[config.mk]
export PLATFORM = sky130hd
export DESIGN_NAME = dcr_bank
export DESIGN_NICKNAME = d
export VERILOG_FILES = /design/src/dcr_pkg.sv /design/src/dcr_bank.sv
export SDC_FILE = /design/constraint.sdc
export NUM_CORES = 1
export LEC_CHECK = 0
export BUFFER_PORTS_ARGS = -buffer_cell sky130_fd_sc_hd__clkbuf_2
export CAP_MARGIN = 15
export CORE_MARGIN = 2
export CORE_UTILIZATION = 30
export CTS_CLUSTER_DIAMETER = 200
export DETAILED_ROUTE_END_ITERATION = 8
export GPL_TIMING_DRIVEN = 0
export PLACE_DENSITY = 0.58
export SLEW_MARGIN = 20
export SYNTH_ARGS = -nofsm -noshare
export SYNTH_HDL_FRONTEND = slang
export SYNTH_SLANG_ARGS = --single-unit
[constraint.sdc]
create_clock -name core_clk_i -period 2.5 [get_ports core_clk_i]
set_input_delay 0.25 -clock core_clk_i [delete_from_list [all_inputs] [get_ports core_clk_i]]
set_output_delay 0.25 -clock core_clk_i [all_outputs]
set_load 0.005 [all_outputs]
[src/dcr_pkg.sv]
// Purpose: constants and types for the dac control register bank
// Assumes: core clock is the device master clock
// Notes:   one 16-bit control word per latch, address over data
package dcr_pkg;

	// ------------------------------------------------------------
	// word layout
	// ------------------------------------------------------------
	localparam int WORD_W   = 16;
	localparam int ADDR_W   = 7;
	localparam int DATA_W   = 9;
	localparam int ATT_W    = 8;
	localparam int N_CH     = 8;
	localparam int ADDR_MSB = 15;
	localparam int ADDR_LSB = 9;
	localparam int DATA_MSB = 8;
	localparam int CNT_W    = 5;
	localparam logic [CNT_W-1:0] WORD_BITS = 5'h10;

	// ------------------------------------------------------------
	// register addresses
	// ------------------------------------------------------------
	localparam logic [ADDR_W-1:0] ADDR_LEFT1  = 7'h00;
	localparam logic [ADDR_W-1:0] ADDR_RIGHT1 = 7'h01;
	localparam logic [ADDR_W-1:0] ADDR_MZD    = 7'h02;
	localparam logic [ADDR_W-1:0] ADDR_PFC    = 7'h03;
	localparam logic [ADDR_W-1:0] ADDR_LEFT2  = 7'h04;
	localparam logic [ADDR_W-1:0] ADDR_RIGHT2 = 7'h05;
	localparam logic [ADDR_W-1:0] ADDR_LEFT3  = 7'h06;
	localparam logic [ADDR_W-1:0] ADDR_RIGHT3 = 7'h07;
	localparam logic [ADDR_W-1:0] ADDR_MASTER = 7'h08;
	localparam logic [ADDR_W-1:0] ADDR_DMZ    = 7'h09;
	localparam logic [ADDR_W-1:0] ADDR_RMP    = 7'h0a;
	localparam logic [ADDR_W-1:0] ADDR_MPDL   = 7'h0c;
	localparam logic [ADDR_W-1:0] ADDR_LEFT4  = 7'h0d;
	localparam logic [ADDR_W-1:0] ADDR_RIGHT4 = 7'h0e;
	localparam logic [ADDR_W-1:0] ADDR_CH4    = 7'h0f;
	localparam logic [ADDR_W-1:0] ADDR_SRST   = 7'h1f;

	// ------------------------------------------------------------
	// field positions and reset values
	// ------------------------------------------------------------
	localparam int UPDATE_BIT     = 8;
	localparam int DECODE_OFF_LEGACY_BIT = 6;
	localparam int DECODE_OFF_CH4_BIT    = 5;
	localparam logic [ATT_W-1:0]  ATT_MUTE  = 8'h00;
	localparam logic [ATT_W-1:0]  ATT_0DB   = 8'hff;
	localparam logic [DATA_W-1:0] RST_ATT   = 9'h0ff;
	localparam logic [DATA_W-1:0] RST_MZD   = 9'h120;
	localparam logic [DATA_W-1:0] RST_RMP   = 9'h080;
	localparam logic [DATA_W-1:0] RST_ZERO  = 9'h000;

	// ------------------------------------------------------------
	// timing: soft reset length in master clock periods
	// ------------------------------------------------------------
	localparam int SRST_MCLK_PERIODS = 2;
	localparam int CORE_PER_MCLK     = 1;
	localparam int SRST_CYCLES = SRST_MCLK_PERIODS * CORE_PER_MCLK;
	localparam int SRST_CNT_W  = $clog2(SRST_CYCLES + 1);

	// ------------------------------------------------------------
	// types
	// ------------------------------------------------------------
	typedef struct packed {
		logic [DATA_W-1:0] mute_zero_detect_control;
		logic [DATA_W-1:0] phase_format_control;
		logic [DATA_W-1:0] master_attenuation;
		logic [DATA_W-1:0] deemph_mute_zero_control;
		logic [DATA_W-1:0] rate_mode_powerdown;
		logic [DATA_W-1:0] mute_pin_decode_legacy;
		logic [DATA_W-1:0] channel4_control;
	} dcr_ctrl_t;

	localparam dcr_ctrl_t CTRL_RST = '{
		mute_zero_detect_control: RST_MZD,
		phase_format_control:     RST_ZERO,
		master_attenuation:       RST_ATT,
		deemph_mute_zero_control: RST_ZERO,
		rate_mode_powerdown:      RST_RMP,
		mute_pin_decode_legacy:   RST_ZERO,
		channel4_control:         RST_ZERO
	};

	typedef struct packed {
		logic [1:0] clk_sync;
		logic [1:0] dat_sync;
		logic [1:0] lat_sync;
		logic [1:0] lost_sync;
		logic       clk_prev;
		logic       lat_prev;
		logic [WORD_W-1:0] shift;
		logic [CNT_W-1:0]  nbits;
		dcr_ctrl_t         ctrl;
		logic [N_CH-1:0][ATT_W-1:0] pending;
		logic [N_CH-1:0][ATT_W-1:0] active;
		logic              srst;
		logic [SRST_CNT_W-1:0] srst_cnt;
	} dcr_state_t;

endpackage

[src/dcr_bank.sv]
// Purpose: control register bank of an eight-channel audio dac
// Assumes: core_clk_i is the master clock; serial pins are async
// Notes:   word is shifted while latch is low, taken on latch rise
`timescale 1ns/100ps
`default_nettype none

module dcr_bank
	import dcr_pkg::*;
(
	// clock and reset
	input  wire logic                       core_clk_i,
	input  wire logic                       rst_n_i,
	// serial control pins
	input  wire logic                       link_clk_i,
	input  wire logic                       link_data_i,
	input  wire logic                       link_latch_i,
	// master clock monitor
	input  wire logic                       mclk_lost_i,
	// channel attenuation
	output logic [N_CH-1:0][ATT_W-1:0]      chan_atten_o,
	output logic [N_CH-1:0]                 chan_mute_o,
	// configuration
	output dcr_ctrl_t                       ctrl_o,
	output logic                            mute_pin_decode_disable_o,
	output logic [2:0]                      deemphasis_select_o,
	output logic [2:0]                      channel_soft_mute_o,
	output logic [1:0]                      zero_flag_select_o,
	// soft reset
	output logic                            soft_reset_o
);

	// ------------------------------------------------------------
	// helpers
	// ------------------------------------------------------------
	// channel slot of an attenuation address, or invalid
	function automatic logic [3:0] chan_slot(
		input logic [ADDR_W-1:0] addr
	);
		logic [3:0] r;
		r = 4'h8;
		case (addr)
			ADDR_LEFT1:  r = 4'h0;
			ADDR_RIGHT1: r = 4'h1;
			ADDR_LEFT2:  r = 4'h2;
			ADDR_RIGHT2: r = 4'h3;
			ADDR_LEFT3:  r = 4'h4;
			ADDR_RIGHT3: r = 4'h5;
			ADDR_LEFT4:  r = 4'h6;
			ADDR_RIGHT4: r = 4'h7;
			default:     r = 4'h8;
		endcase
		return r;
	endfunction

	// latch pin idles high; matching it avoids a false edge after reset
	localparam dcr_state_t STATE_RST = '{
		ctrl:     CTRL_RST,
		pending:  {N_CH{ATT_0DB}},
		active:   {N_CH{ATT_0DB}},
		lat_sync: 2'h3,
		lat_prev: 1'b1,
		default:  '0
	};

	// ------------------------------------------------------------
	// state
	// ------------------------------------------------------------
	dcr_state_t                 s;
	dcr_state_t                 next_s;
	logic                       clk_rise;
	logic                       lat_rise;
	logic                       commit;
	logic [ADDR_W-1:0]          waddr;
	logic [DATA_W-1:0]          wdata;
	logic [3:0]                 slot;

	// ------------------------------------------------------------
	// edge detection on synchronised pins
	// ------------------------------------------------------------
	assign clk_rise = s.clk_sync[1] & ~s.clk_prev;
	assign lat_rise = s.lat_sync[1] & ~s.lat_prev;
	// short words are dropped; long words keep the last 16 bits
	assign commit   = lat_rise & (s.nbits >= WORD_BITS);
	assign waddr = s.shift[ADDR_MSB:ADDR_LSB];
	assign wdata = s.shift[DATA_MSB:0];
	assign slot  = chan_slot(waddr);

	// ------------------------------------------------------------
	// next state
	// ------------------------------------------------------------
	always_comb begin
		next_s = s;
		// pins pass two flops before any logic sees them
		next_s.clk_sync  = {s.clk_sync[0], link_clk_i};
		next_s.dat_sync  = {s.dat_sync[0], link_data_i};
		next_s.lat_sync  = {s.lat_sync[0], link_latch_i};
		next_s.lost_sync = {s.lost_sync[0], mclk_lost_i};
		next_s.clk_prev  = s.clk_sync[1];
		next_s.lat_prev  = s.lat_sync[1];

		// shift msb first while latch low
		if (!s.lat_sync[1] && clk_rise) begin
			next_s.shift = {s.shift[WORD_W-2:0], s.dat_sync[1]};
			if (s.nbits < WORD_BITS) begin
				next_s.nbits = s.nbits + 5'h01;
			end
		end
		if (lat_rise) begin
			next_s.nbits = '0;
		end

		if (s.srst) begin
			if (s.srst_cnt <= SRST_CNT_W'(1)) begin
				next_s.srst     = 1'b0;
				next_s.srst_cnt = '0;
			end else begin
				next_s.srst_cnt = s.srst_cnt - SRST_CNT_W'(1);
			end
		end

		if (commit) begin
			// any new write ends soft reset; a write to the soft reset address restarts it
			next_s.srst     = 1'b0;
			next_s.srst_cnt = '0;
			if (slot < 4'h8) begin
				// value in 7:0, update in 8
				next_s.pending[slot[2:0]] = wdata[ATT_W-1:0];
				if (wdata[UPDATE_BIT]) begin
					next_s.active = next_s.pending;
				end
			end else begin
				case (waddr)
					ADDR_MASTER: begin
						// master value loads all channels
						next_s.ctrl.master_attenuation =
							{1'b0, wdata[ATT_W-1:0]};
						next_s.pending = {N_CH{wdata[ATT_W-1:0]}};
						if (wdata[UPDATE_BIT]) begin
							next_s.active = next_s.pending;
						end
					end
					ADDR_MZD: begin
						next_s.ctrl.mute_zero_detect_control = wdata;
					end
					ADDR_PFC: begin
						next_s.ctrl.phase_format_control = wdata;
					end
					ADDR_DMZ: begin
						next_s.ctrl.deemph_mute_zero_control = wdata;
					end
					ADDR_RMP: begin
						next_s.ctrl.rate_mode_powerdown = wdata;
					end
					ADDR_MPDL: begin
						next_s.ctrl.mute_pin_decode_legacy = wdata;
					end
					ADDR_CH4: begin
						next_s.ctrl.channel4_control = wdata;
					end
					ADDR_SRST: begin
						next_s.ctrl    = CTRL_RST;
						next_s.pending = {N_CH{ATT_0DB}};
						next_s.active  = {N_CH{ATT_0DB}};
						next_s.srst     = 1'b1;
						next_s.srst_cnt = SRST_CNT_W'(SRST_CYCLES);
					end
					default: begin
						next_s.ctrl = s.ctrl;
					end
				endcase
			end
		end

		// volumes back to 0 dB on clock loss
		// wins over a write landing the same cycle
		if (s.lost_sync[1]) begin
			next_s.pending = {N_CH{ATT_0DB}};
			next_s.active  = {N_CH{ATT_0DB}};
			next_s.ctrl.master_attenuation = RST_ATT;
		end
	end

	// ------------------------------------------------------------
	// state register
	// ------------------------------------------------------------
	always_ff @(posedge core_clk_i or negedge rst_n_i) begin
		if (!rst_n_i) begin
			s <= STATE_RST;
		end else begin
			s <= next_s;
		end
	end

	// ------------------------------------------------------------
	// outputs
	// ------------------------------------------------------------
	assign chan_atten_o = s.active;
	assign ctrl_o       = s.ctrl;
	assign soft_reset_o = s.srst;

	genvar gi;
	generate
		for (gi = 0; gi < N_CH; gi++) begin : g_mute
			assign chan_mute_o[gi] = (s.active[gi] == ATT_MUTE);
		end
	endgenerate

	// either copy of the decode-disable bit disables decode
	assign mute_pin_decode_disable_o =
		s.ctrl.mute_pin_decode_legacy[DECODE_OFF_LEGACY_BIT] |
		s.ctrl.channel4_control[DECODE_OFF_CH4_BIT];
	assign deemphasis_select_o =
		s.ctrl.deemph_mute_zero_control[8:6];
	assign channel_soft_mute_o =
		s.ctrl.deemph_mute_zero_control[5:3];
	assign zero_flag_select_o =
		s.ctrl.deemph_mute_zero_control[2:1];

endmodule

`default_nettype wire

After elaboration in Yosys (flattened, before gate mapping)
Memories as Yosys holds them, arrays and structs flattened.
Cells that the tools add are included.
{"block": "word_totals", "reg_bits": 225, "latchBits": 0, "ramBits": 0, "romBits": 64, "inputBits": 6, "word_cells": 121, "mem_count": 1}
{"block": "classes", "addsub": 2, "multipliers": 0, "n_div": 0, "n_lt_le_gt_ge": 6, "n_eq_ne": 11, "n_shift": 0, "n_mux": 27, "bitwise": 7, "n_reduce_logical": 34}
{"memory": "(no name shown)", "depth": 16, "width": 4, "rd": 1, "rd_clocked_by_memory_dff": 0, "write_ports": 0, "line": "dcr_bank.sv:41", "rtl": "case (addr)"}
{"operator": "two-way mux 128 bit", "n": 2}
{"operator": "one-hot mux 128 bit (2 select lines)", "n": 1}
{"operator": "two-way mux 176 bit", "n": 1}
{"operator": "two-way mux 64 bit", "n": 2}
{"operator": "one-hot mux 9 bit (2 select lines)", "n": 7}
{"operator": "bitwise mux 64 bit", "n": 1}
{"operator": "logical NOT 8 bit", "n": 8}
{"operator": "two-way mux 45 bit", "n": 1}
{"operator": "equality test 7 x 4 -> 1 bit (second input constant)", "n": 5}
{"operator": "demux 8 bit (select 3 bit)", "n": 1}
{"operator": "AND reduction 3 bit", "n": 7}
{"operator": "nonzero test 2 bit", "n": 10}
{"operator": "two-way mux 5 bit", "n": 3}
{"operator": "equality test 7 x 2 -> 1 bit (second input constant)", "n": 2}
{"operator": "two-way mux 3 bit", "n": 3}
{"operator": "two-way mux 9 bit", "n": 1}
{"operator": "two-way mux 8 bit", "n": 1}
{"operator": "equality test 7 x 5 -> 1 bit (second input constant)", "n": 1}
{"operator": "inequality test 3 bit (second input constant)", "n": 2}
{"operator": "adder 5 x 1 -> 5 bit (second input constant)", "n": 1}
{"operator": ">= comparator 5 bit (second input constant)", "n": 1}
{"operator": "less-than comparator 5 bit (second input constant)", "n": 1}
{"operator": "less-than comparator 3 x 4 -> 1 bit (second input constant)", "n": 1}
{"operator": "less-than comparator 4 bit (second input constant)", "n": 1}
{"operator": "17 further kinds", "n": 23}

Logic depth before layout (Yosys ltp)
Gate-level depths: netlist of run 1.
{"block": "logic_depth", "depth_word": 11, "mapped_depth": 11, "mapped_depth_nobuf": 7}

Worst setup path after synthesis of run 1
Ideal clock, no wire load.
{"block": "synth_timing", "kind": "register -> register", "startpoint": "reg s[208] in the netlist's numbering", "endpoint": "reg s, in the netlist chan_atten_o[16]", "setup_time_ps": 80, "t_arrival_ps": 2492, "required_time_ps": 2420, "slack_ps": -71, "stages_incl_launch_ff": 10, "n_path_buf": 3, "cell_sequence": "dfrtp_1 clkbuf_1 inv_1 ha_1 mux2_1 mux2_4 a311o_1 buf_6 buf_6 o22a_1"}
{"block": "synth_via", "elab_chain_len": 11}
{"element": "start, declared", "line": "dcr_bank.sv:68", "rtl": "dcr_state_t s;"}
{"element": "start signal, assigned", "line": "dcr_bank.sv:190", "rtl": "s <= next_s;"}
{"element": "memory (16 x 4 bit)"}
{"element": "two-way mux 4 bit", "line": "dcr_bank.sv:41"}
{"element": "less-than comparator 3 x 4 -> 1 bit (not written as such) / >= comparator 3 x 1 -> 1 bit (equally long branches)", "line": "dcr_bank.sv:127", "rtl": "next_s.pending[slot[2:0]] = wdata[ATT_W-1:0];"}
{"element": "logical AND 1 bit (not written as such)", "line": "dcr_bank.sv:127"}
{"element": "two-way mux 8 bit (not written as such)", "line": "dcr_bank.sv:127"}
{"element": "demux 8 bit (select 3 bit)", "line": "dcr_bank.sv:127"}
{"element": "bitwise mux 64 bit", "line": "dcr_bank.sv:127"}
{"element": "two-way mux 64 bit", "line": "dcr_bank.sv:128", "rtl": "if (wdata[UPDATE_BIT]) begin"}
{"element": "two-way mux 128 bit", "line": "dcr_bank.sv:125", "rtl": "if (slot < 4'h8) begin"}
{"element": "two-way mux 176 bit", "line": "dcr_bank.sv:121", "rtl": "if (commit) begin"}
{"element": "two-way mux 128 bit", "line": "dcr_bank.sv:176", "rtl": "if (s.lost_sync[1]) begin"}
Several ways; a longest one is shown, not always the timed one. The select of a mux whose other input is x is not followed.
A chain may end at the register's enable or synchronous reset.

Worst setup path in the final report of run 1
{"block": "layout_timing", "startpoint": "reg s[208] in the netlist's numbering", "endpoint": "reg s[84] in the netlist's numbering"}
{"block": "layout_via", "elab_chain_len": 10}
{"element": "memory (16 x 4 bit)"}
{"element": "two-way mux 4 bit", "line": "dcr_bank.sv:41"}
{"element": "less-than comparator 3 x 4 -> 1 bit (not written as such) / >= comparator 3 x 1 -> 1 bit (equally long branches)", "line": "dcr_bank.sv:127"}
{"element": "logical AND 1 bit (not written as such)", "line": "dcr_bank.sv:127"}
{"element": "two-way mux 8 bit (not written as such)", "line": "dcr_bank.sv:127"}
{"element": "demux 8 bit (select 3 bit)", "line": "dcr_bank.sv:127"}
{"element": "bitwise mux 64 bit", "line": "dcr_bank.sv:127"}
{"element": "two-way mux 128 bit", "line": "dcr_bank.sv:125"}
{"element": "two-way mux 176 bit", "line": "dcr_bank.sv:121"}
{"element": "two-way mux 128 bit", "line": "dcr_bank.sv:176"}
Several ways; a longest one is shown, not always the timed one. The select of a mux whose other input is x is not followed.

==> flow_summary.toml, run 1 <==
[synth]
synth_seq_cells = 224
ys_types = 66
synth_compound_area_share_pct = 21.1
syn-num-nets = 1127
synth_cells = 1116
synth_edf_count = 0
synthTopCellsByArea = "dfstp_2 (33%), dfrtp_1 (18%), buf_4 (9.2%), nand2_1 (4.0%), a21oi_1 (3.9%)"
synthMuxAreaShare_pct = 3.73
yosys_most_used_dff = "dfstp_2"
syn_avg_cell_area_um2 = 10.3
yosysTopAreaCellShare_pct = 32.5
yosysWarningCount = 0
yosys.area_share.simple_pct = 11.8
async_reset_ff_share_pct = 100
yosysTopAreaCell = "dfstp_2"
synthAdderAreaFrac_pct = 0.545
synth_area_mm2 = 0.0115
synth_xor_area_share_pct = 0.153
ys_seq_area_share_pct = 50.4
synth_top_family_by_area = "compound AO/OA/AOI/OAI gates"

[timing]
period_minus_slack_ns = 2.44
holdWs_ns = 0.313
clock_skew_ns = 0.0119
relSlewSlack_pct = 46.6
maxSlewViolCount = 0
hold_viol = 0
fmax_mhz = 410
setup_viol = 0
timing.final.crit_share_pct = 97.6
tightest_slew_ns = 0.801

[detailed_routing]
via_per_inst = 4.97
first_iter_violations = 705
drc = 0
vias = 9216
routed_wl_um = 35600
wl_per_cell_um = 19.2
ant_nets = 0
dr.pass1.iters = 6

[critical_path]
reg2reg_depth = 9
r2r-end = "s[84]"
cp_common_cell = "buf_4"
r2r_slack_ns = 0.06
path_class = "reg2reg"
crit_slowest_cell = "dfrtp_1"
max_stage_delay_ns = 0.39
critPathMaxFanout = 10
required_ns = 2.96
start_kind = "flip-flop"
crit_chain = "buf_4, ha_1, and4bb_2, and2_1, buf_2, o31ai_4, buf_4, a31oi_1, a21bo_2"
crit_arrival_ns = 2.90
critPathCaptureType = "flip-flop"
r2r-start = "s[208]"

[place]
hpwl_um = 25000
dpl.cell_count = 1778
io_buffers = 149
place_congestion = 0.858

[status]
status = "completed"

[power_and_ir_drop]
ir_worst_vdd_mv = 0.393
p_per_area_mw_per_mm2 = 630
p_leak_uw = 0.00642

[clocking]
clk_latency_ns = 0.52
cts-htree-levels = 1
cts_tree = "done"
cts.clk_slew.worst_paths_ns = 0.06
cts_sinks = 224
cts_buffer_depth = 3
ctsRootBufferMaster = "clkbuf_16"
cts_buffers = 25

[final_layout]
nFillCells = 3773
drive_above_1_share_pct = 47.7
layout_commonest_cell = "buf_4"
fin_cells = 1856
fin_nets = 1339
layout_common_cells = "buf_4 (163), clkbuf_2 (154), dfstp_2 (142)"
num_antenna_cells = 0
syn_to_final_growth_pct = 24.1

[grt]
antenna_found_initial = 1
grt_max_degree = 88
track_usage_pct = 17.7
overflow = 0
grt_pass1_wl_um = 54200
grt_pass1_vias = 8916

[hold_path]
hp-class = "in2async"

[floorplan]
die-width_um = 200
core.rowCount = 71
dieArea_mm2 = 0.0398
ios = 151
core_mm2 = 0.0377
start_util_pct = 30.5
die_h_um = 200

[run]
max_cap_viol_count = 0
==> worst max-delay path, delay by kind of cell (launching register included) <==
kind	cells	cell delay [ns]
buffers and inverters	3	0.67
AO/OA/AOI/OAI	3	0.58
flip-flops	1	0.39
adder cells (fa/ha/maj)	1	0.18
AND/OR/NAND/NOR	2	0.54
==> through the flow <==
stage | cell area, um^2 | setup WS [ns] | utilization, % | total power [uW] | setup TNS, ns
after floorplan | 11500 | 0.0402 | - | 4780 | 0
after global placement | 12900 | -3.38 | 34.1 | 5430 | -577.28
after CTS | 14100 | 0.000368 | 37.3 | 9030 | 0
final | 14200 | 0.0605 | 37.8 | 8960 | 0
after detailed placement | 12900 | -0.617 | 34.3 | 5460 | -53.53
after global routing | 14200 | -0.0115 | 37.8 | 9340 | -0.0369
==> flip-flops by register name (all words and copies together), names as in the netlist <==
name / cells
chan_atten_o: 64
next_s: 6
ctrl_o: 59
soft_reset_o: 1
s: 91
channel_soft_mute_o: 3
==> metal layers <==
layer	up-vias	wire [um]	GRT usage, %
li1	4270	-	-
met1	4645	16800	25.9
met2	251	16400	27.5
met3	50	1690	2.03
met4	0	733	4.47
met5	-	0	0
==> repair_timing <==
action,CTS,global route
setup endpoints to repair,166,151
hold buffers,5,0
buffers inserted,19,9
hold endpoints to repair,28,0
cloned,0,3
pin swaps,12,5
resized for setup,36,23
==> final cells by class <==
class,count,area (um^2),area share [%]
Sequential cell,224,5780,40.6
Multi-Input combinational cell,674,4350,30.5
Buffer,211,1480,10.4
Timing Repair Buffer,187,1190,8.40
Clock buffer,37,731,5.13
Tap cell,511,639,4.49
Clock inverter,7,37.5,0.264
Inverter,5,23.8,0.167
==> cell families (layout without fill, tap and decap cells) <==
logic type | Yosys count | after routing
simple gates | 287 | 287
compound gates | 341 | 341
other cells | 1 | 1
flops | 224 | 224
fa+ha+maj | 5 | 5
mux | 38 | 38
xor+xnor | 2 | 2
buf+inv | 218 | 447
==> how the worst max path moves through the flow <==
stage                        to  slack (ns)  depth (start not counted)    start
2_1_floorplan  chan_atten_o[16]        0.04                          9   s[208]
3_3_place_gp             s[211]       -3.38                          1  rst_n_i
3_5_place_dp              s[71]       -0.62                          9   s[208]
4_1_cts        chan_atten_o[50]      0.0004                          9   s[208]
5_1_grt                   s[84]       -0.01                         10   s[208]
6_report                  s[84]        0.06                          9   s[208]
==> cells in the mapped netlist (3+ instances only) <==
master and instances:
o31ai_4 8, nand2_1 123, dfrtp_1 82, or4_1 16, buf_6 5, a31oi_1 35, nor2_1 61, o21ai_0 74
mux2_4 4, dfstp_2 142, nor3b_1 3, o32a_1 3, buf_4 140, mux2_2 19, and2_1 4, a21oi_1 89
buf_2 16, nor3_1 12, nand3_1 32, inv_1 4, ha_1 5, nand4_1 5, a21bo_1 4, a21oi_2 3
a211oi_1 10, a21bo_2 32, mux2_1 3, a31o_2 16, mux2i_1 12, o22a_1 38, o21ai_1 12, clkbuf_1 49
nor4_1 6, a211o_1 10, nor2b_1 5
==> report_power, final <==
group	total (uW)	leakage, uW	switching [uW]	internal (uW)
clock	3500	0.000382	1490	2010
sequential	4110	0.00261	234	3870
combinational	1360	0.00343	871	488
total	8960	0.00642	2590	6370
(Power assumes the default switching activity.)
==> inputs of run 2 (changes only) <==
--- a/config.mk
+++ b/config.mk
@@ -5,9 +5,8 @@
 export SDC_FILE = /design/constraint.sdc
 export NUM_CORES = 1
 export LEC_CHECK = 0
-export BUFFER_PORTS_ARGS = -buffer_cell sky130_fd_sc_hd__clkbuf_2
-export CAP_MARGIN = 15
-export CORE_MARGIN = 2
+export BUFFER_PORTS_ARGS = -buffer_cell sky130_fd_sc_hd__buf_2
+export CAP_MARGIN = 40
 export CORE_UTILIZATION = 30
 export CTS_CLUSTER_DIAMETER = 200
 export DETAILED_ROUTE_END_ITERATION = 8
==> flow_summary.toml, run 2 (synthesized netlist as in run 1, its figures left out) <==
[status]
status = "completed"

[grt]
antenna_found_initial = 0
grt_pass1_wl_um = 53200
overflow = 0
track_usage_pct = 17.7
grt_max_degree = 86
grt_pass1_vias = 8885

[final_layout]
syn_to_final_growth_pct = 24.3
fin_cells = 1855
drive_above_1_share_pct = 48.8
layout_commonest_cell = "buf_4"
largest_register_ffs = 91
num_antenna_cells = 0
regMostFlops = "s"
multi_input_area_mm2 = 0.00442
ff_latch_area_mm2 = 0.00578
fin_nets = 1337
layout_common_cells = "buf_4 (164), buf_2 (159), dfstp_2 (142)"
nFillCells = 3785

[floorplan]
start_util_pct = 30.5
core.rowCount = 71
ios = 151
core_mm2 = 0.0377
die-width_um = 198
die_h_um = 198
dieArea_mm2 = 0.0390

[detailed_routing]
via_per_inst = 4.95
dr.pass1.iters = 5
vias = 9174
first_iter_violations = 570
ant_nets = 0
drc = 0
wl_per_cell_um = 18.9
routed_wl_um = 35000

[critical_path]
path_class = "reg2reg"
max_stage_delay_ns = 0.40
critPathCaptureType = "flip-flop"
cp_common_cell = "buf_6"
crit_chain = "clkbuf_8, inv_4, ha_4, mux2_1, mux2_4, a311o_2, buf_6, buf_6, o22a_1"
critPathMaxFanout = 10
crit_arrival_ns = 2.90
r2r-start = "s[209]"
startpoint = "s[209]"
crit_slowest_cell = "a311o_2"
start_kind = "flip-flop"
required_ns = 2.94

[clocking]
ctsRootBufferMaster = "clkbuf_16"
cts_tree = "done"
cts.clk_slew.worst_paths_ns = 0.06
cts-htree-levels = 1
cts_buffers = 25
clk_latency_ns = 0.52
cts_buffer_depth = 3
cts_sinks = 224

[place]
dpl.cell_count = 1779
place_congestion = 0.850
io_buffers = 149
hpwl_um = 24800

[timing]
setup_tns_ns = 0
timing.final.crit_share_pct = 98.2
fmax_mhz = 407
hold_viol = 0
clock_skew_ns = 0.0117
setup_viol = 0
relSlewSlack_pct = 45.7
tightest_slew_ns = 0.812
maxSlewViolCount = 0
period_minus_slack_ns = 2.46

[power_and_ir_drop]
p_per_area_mw_per_mm2 = 631
ir_worst_vdd_mv = 0.403
p_leak_uw = 0.00642

[run]
max_cap_viol_count = 0

[hold_path]
hp-class = "in2async"
[run 2: changes by cell type in the layout (fill, tap and decap cells not counted), moves of 14 or more]
cell	change
buf_2	+149
clkbuf_2	-148
a21oi_1	-14
a21oi_2	+14
[run 2: final timing paths]
check	end	slack [ns]	cells after the start
worst max-delay path	chan_atten_o[1]	0.04	9
worst min-delay path	next_s[218]	0.32	2
worst max register to register	chan_atten_o[1]	0.04	9
worst min register to register	s[218]	0.34	0
max in group asynchronous	chan_atten_o[43]	0.99	4
min in group core_clk_i	s[218]	0.34	0
[run 2: final cells by class]
type,count,area share (%)
Sequential cell,224,40.5
Tap cell,511,4.48
Inverter,5,0.167
Buffer,210,10.3
Clock buffer,40,5.06
Clock inverter,5,0.395
Timing Repair Buffer,186,8.06
Multi-Input combinational cell,674,31.0
[run 2: metal layers]
layer / routed length, um / track usage (%)
met1: 16300 / 25.4
met2: 16400 / 28.2
met3: 1510 / 1.91
met4: 689 / 4.51
met5: 0 / 0
[run 2: critical path: cells and delay by family, from the launching register on]
kind / cells / cell delay [ns]
muxes: 2 / 0.61
buffers and inverters: 4 / 0.56
adders and majority gates: 1 / 0.21
DFF: 1 / 0.39
AOI/OAI and AO/OA: 2 / 0.60
[run 2: timing repair]
item | 4_1_cts | 5_1_grt
pin swaps | 11 | 5
buffers inserted | 22 | 6
endpoints found under the hold margin | 64 | 0
hold buffers | 5 | 0
endpoints found under the setup margin | 166 | 103
gates resized for setup | 36 | 46
cloned | 0 | 1
[run 2: stage by stage]
stage                     util, %  instance area [um^2]  hold slack (ns)  total power, uW  worst slack (ns)
final                        37.9                 14300            0.319             9000            0.0438
after global routing         37.9                 14300            0.347             9370          -0.00570
after CTS                    37.4                 14100            0.340             9060            0.0150
after detailed placement     34.3                 12900            0.291             5440            -0.557
after global placement       34.1                 12900            0.334             5420             -2.80
after floorplan                 -                 11500          -0.0456             4780            0.0402
[run 2: report_power, final]
group	leakage (uW)	switching (uW)	internal [uW]
sequential	0.00261	230	3870
clock	0.000376	1460	2070
combinational	0.00343	869	494
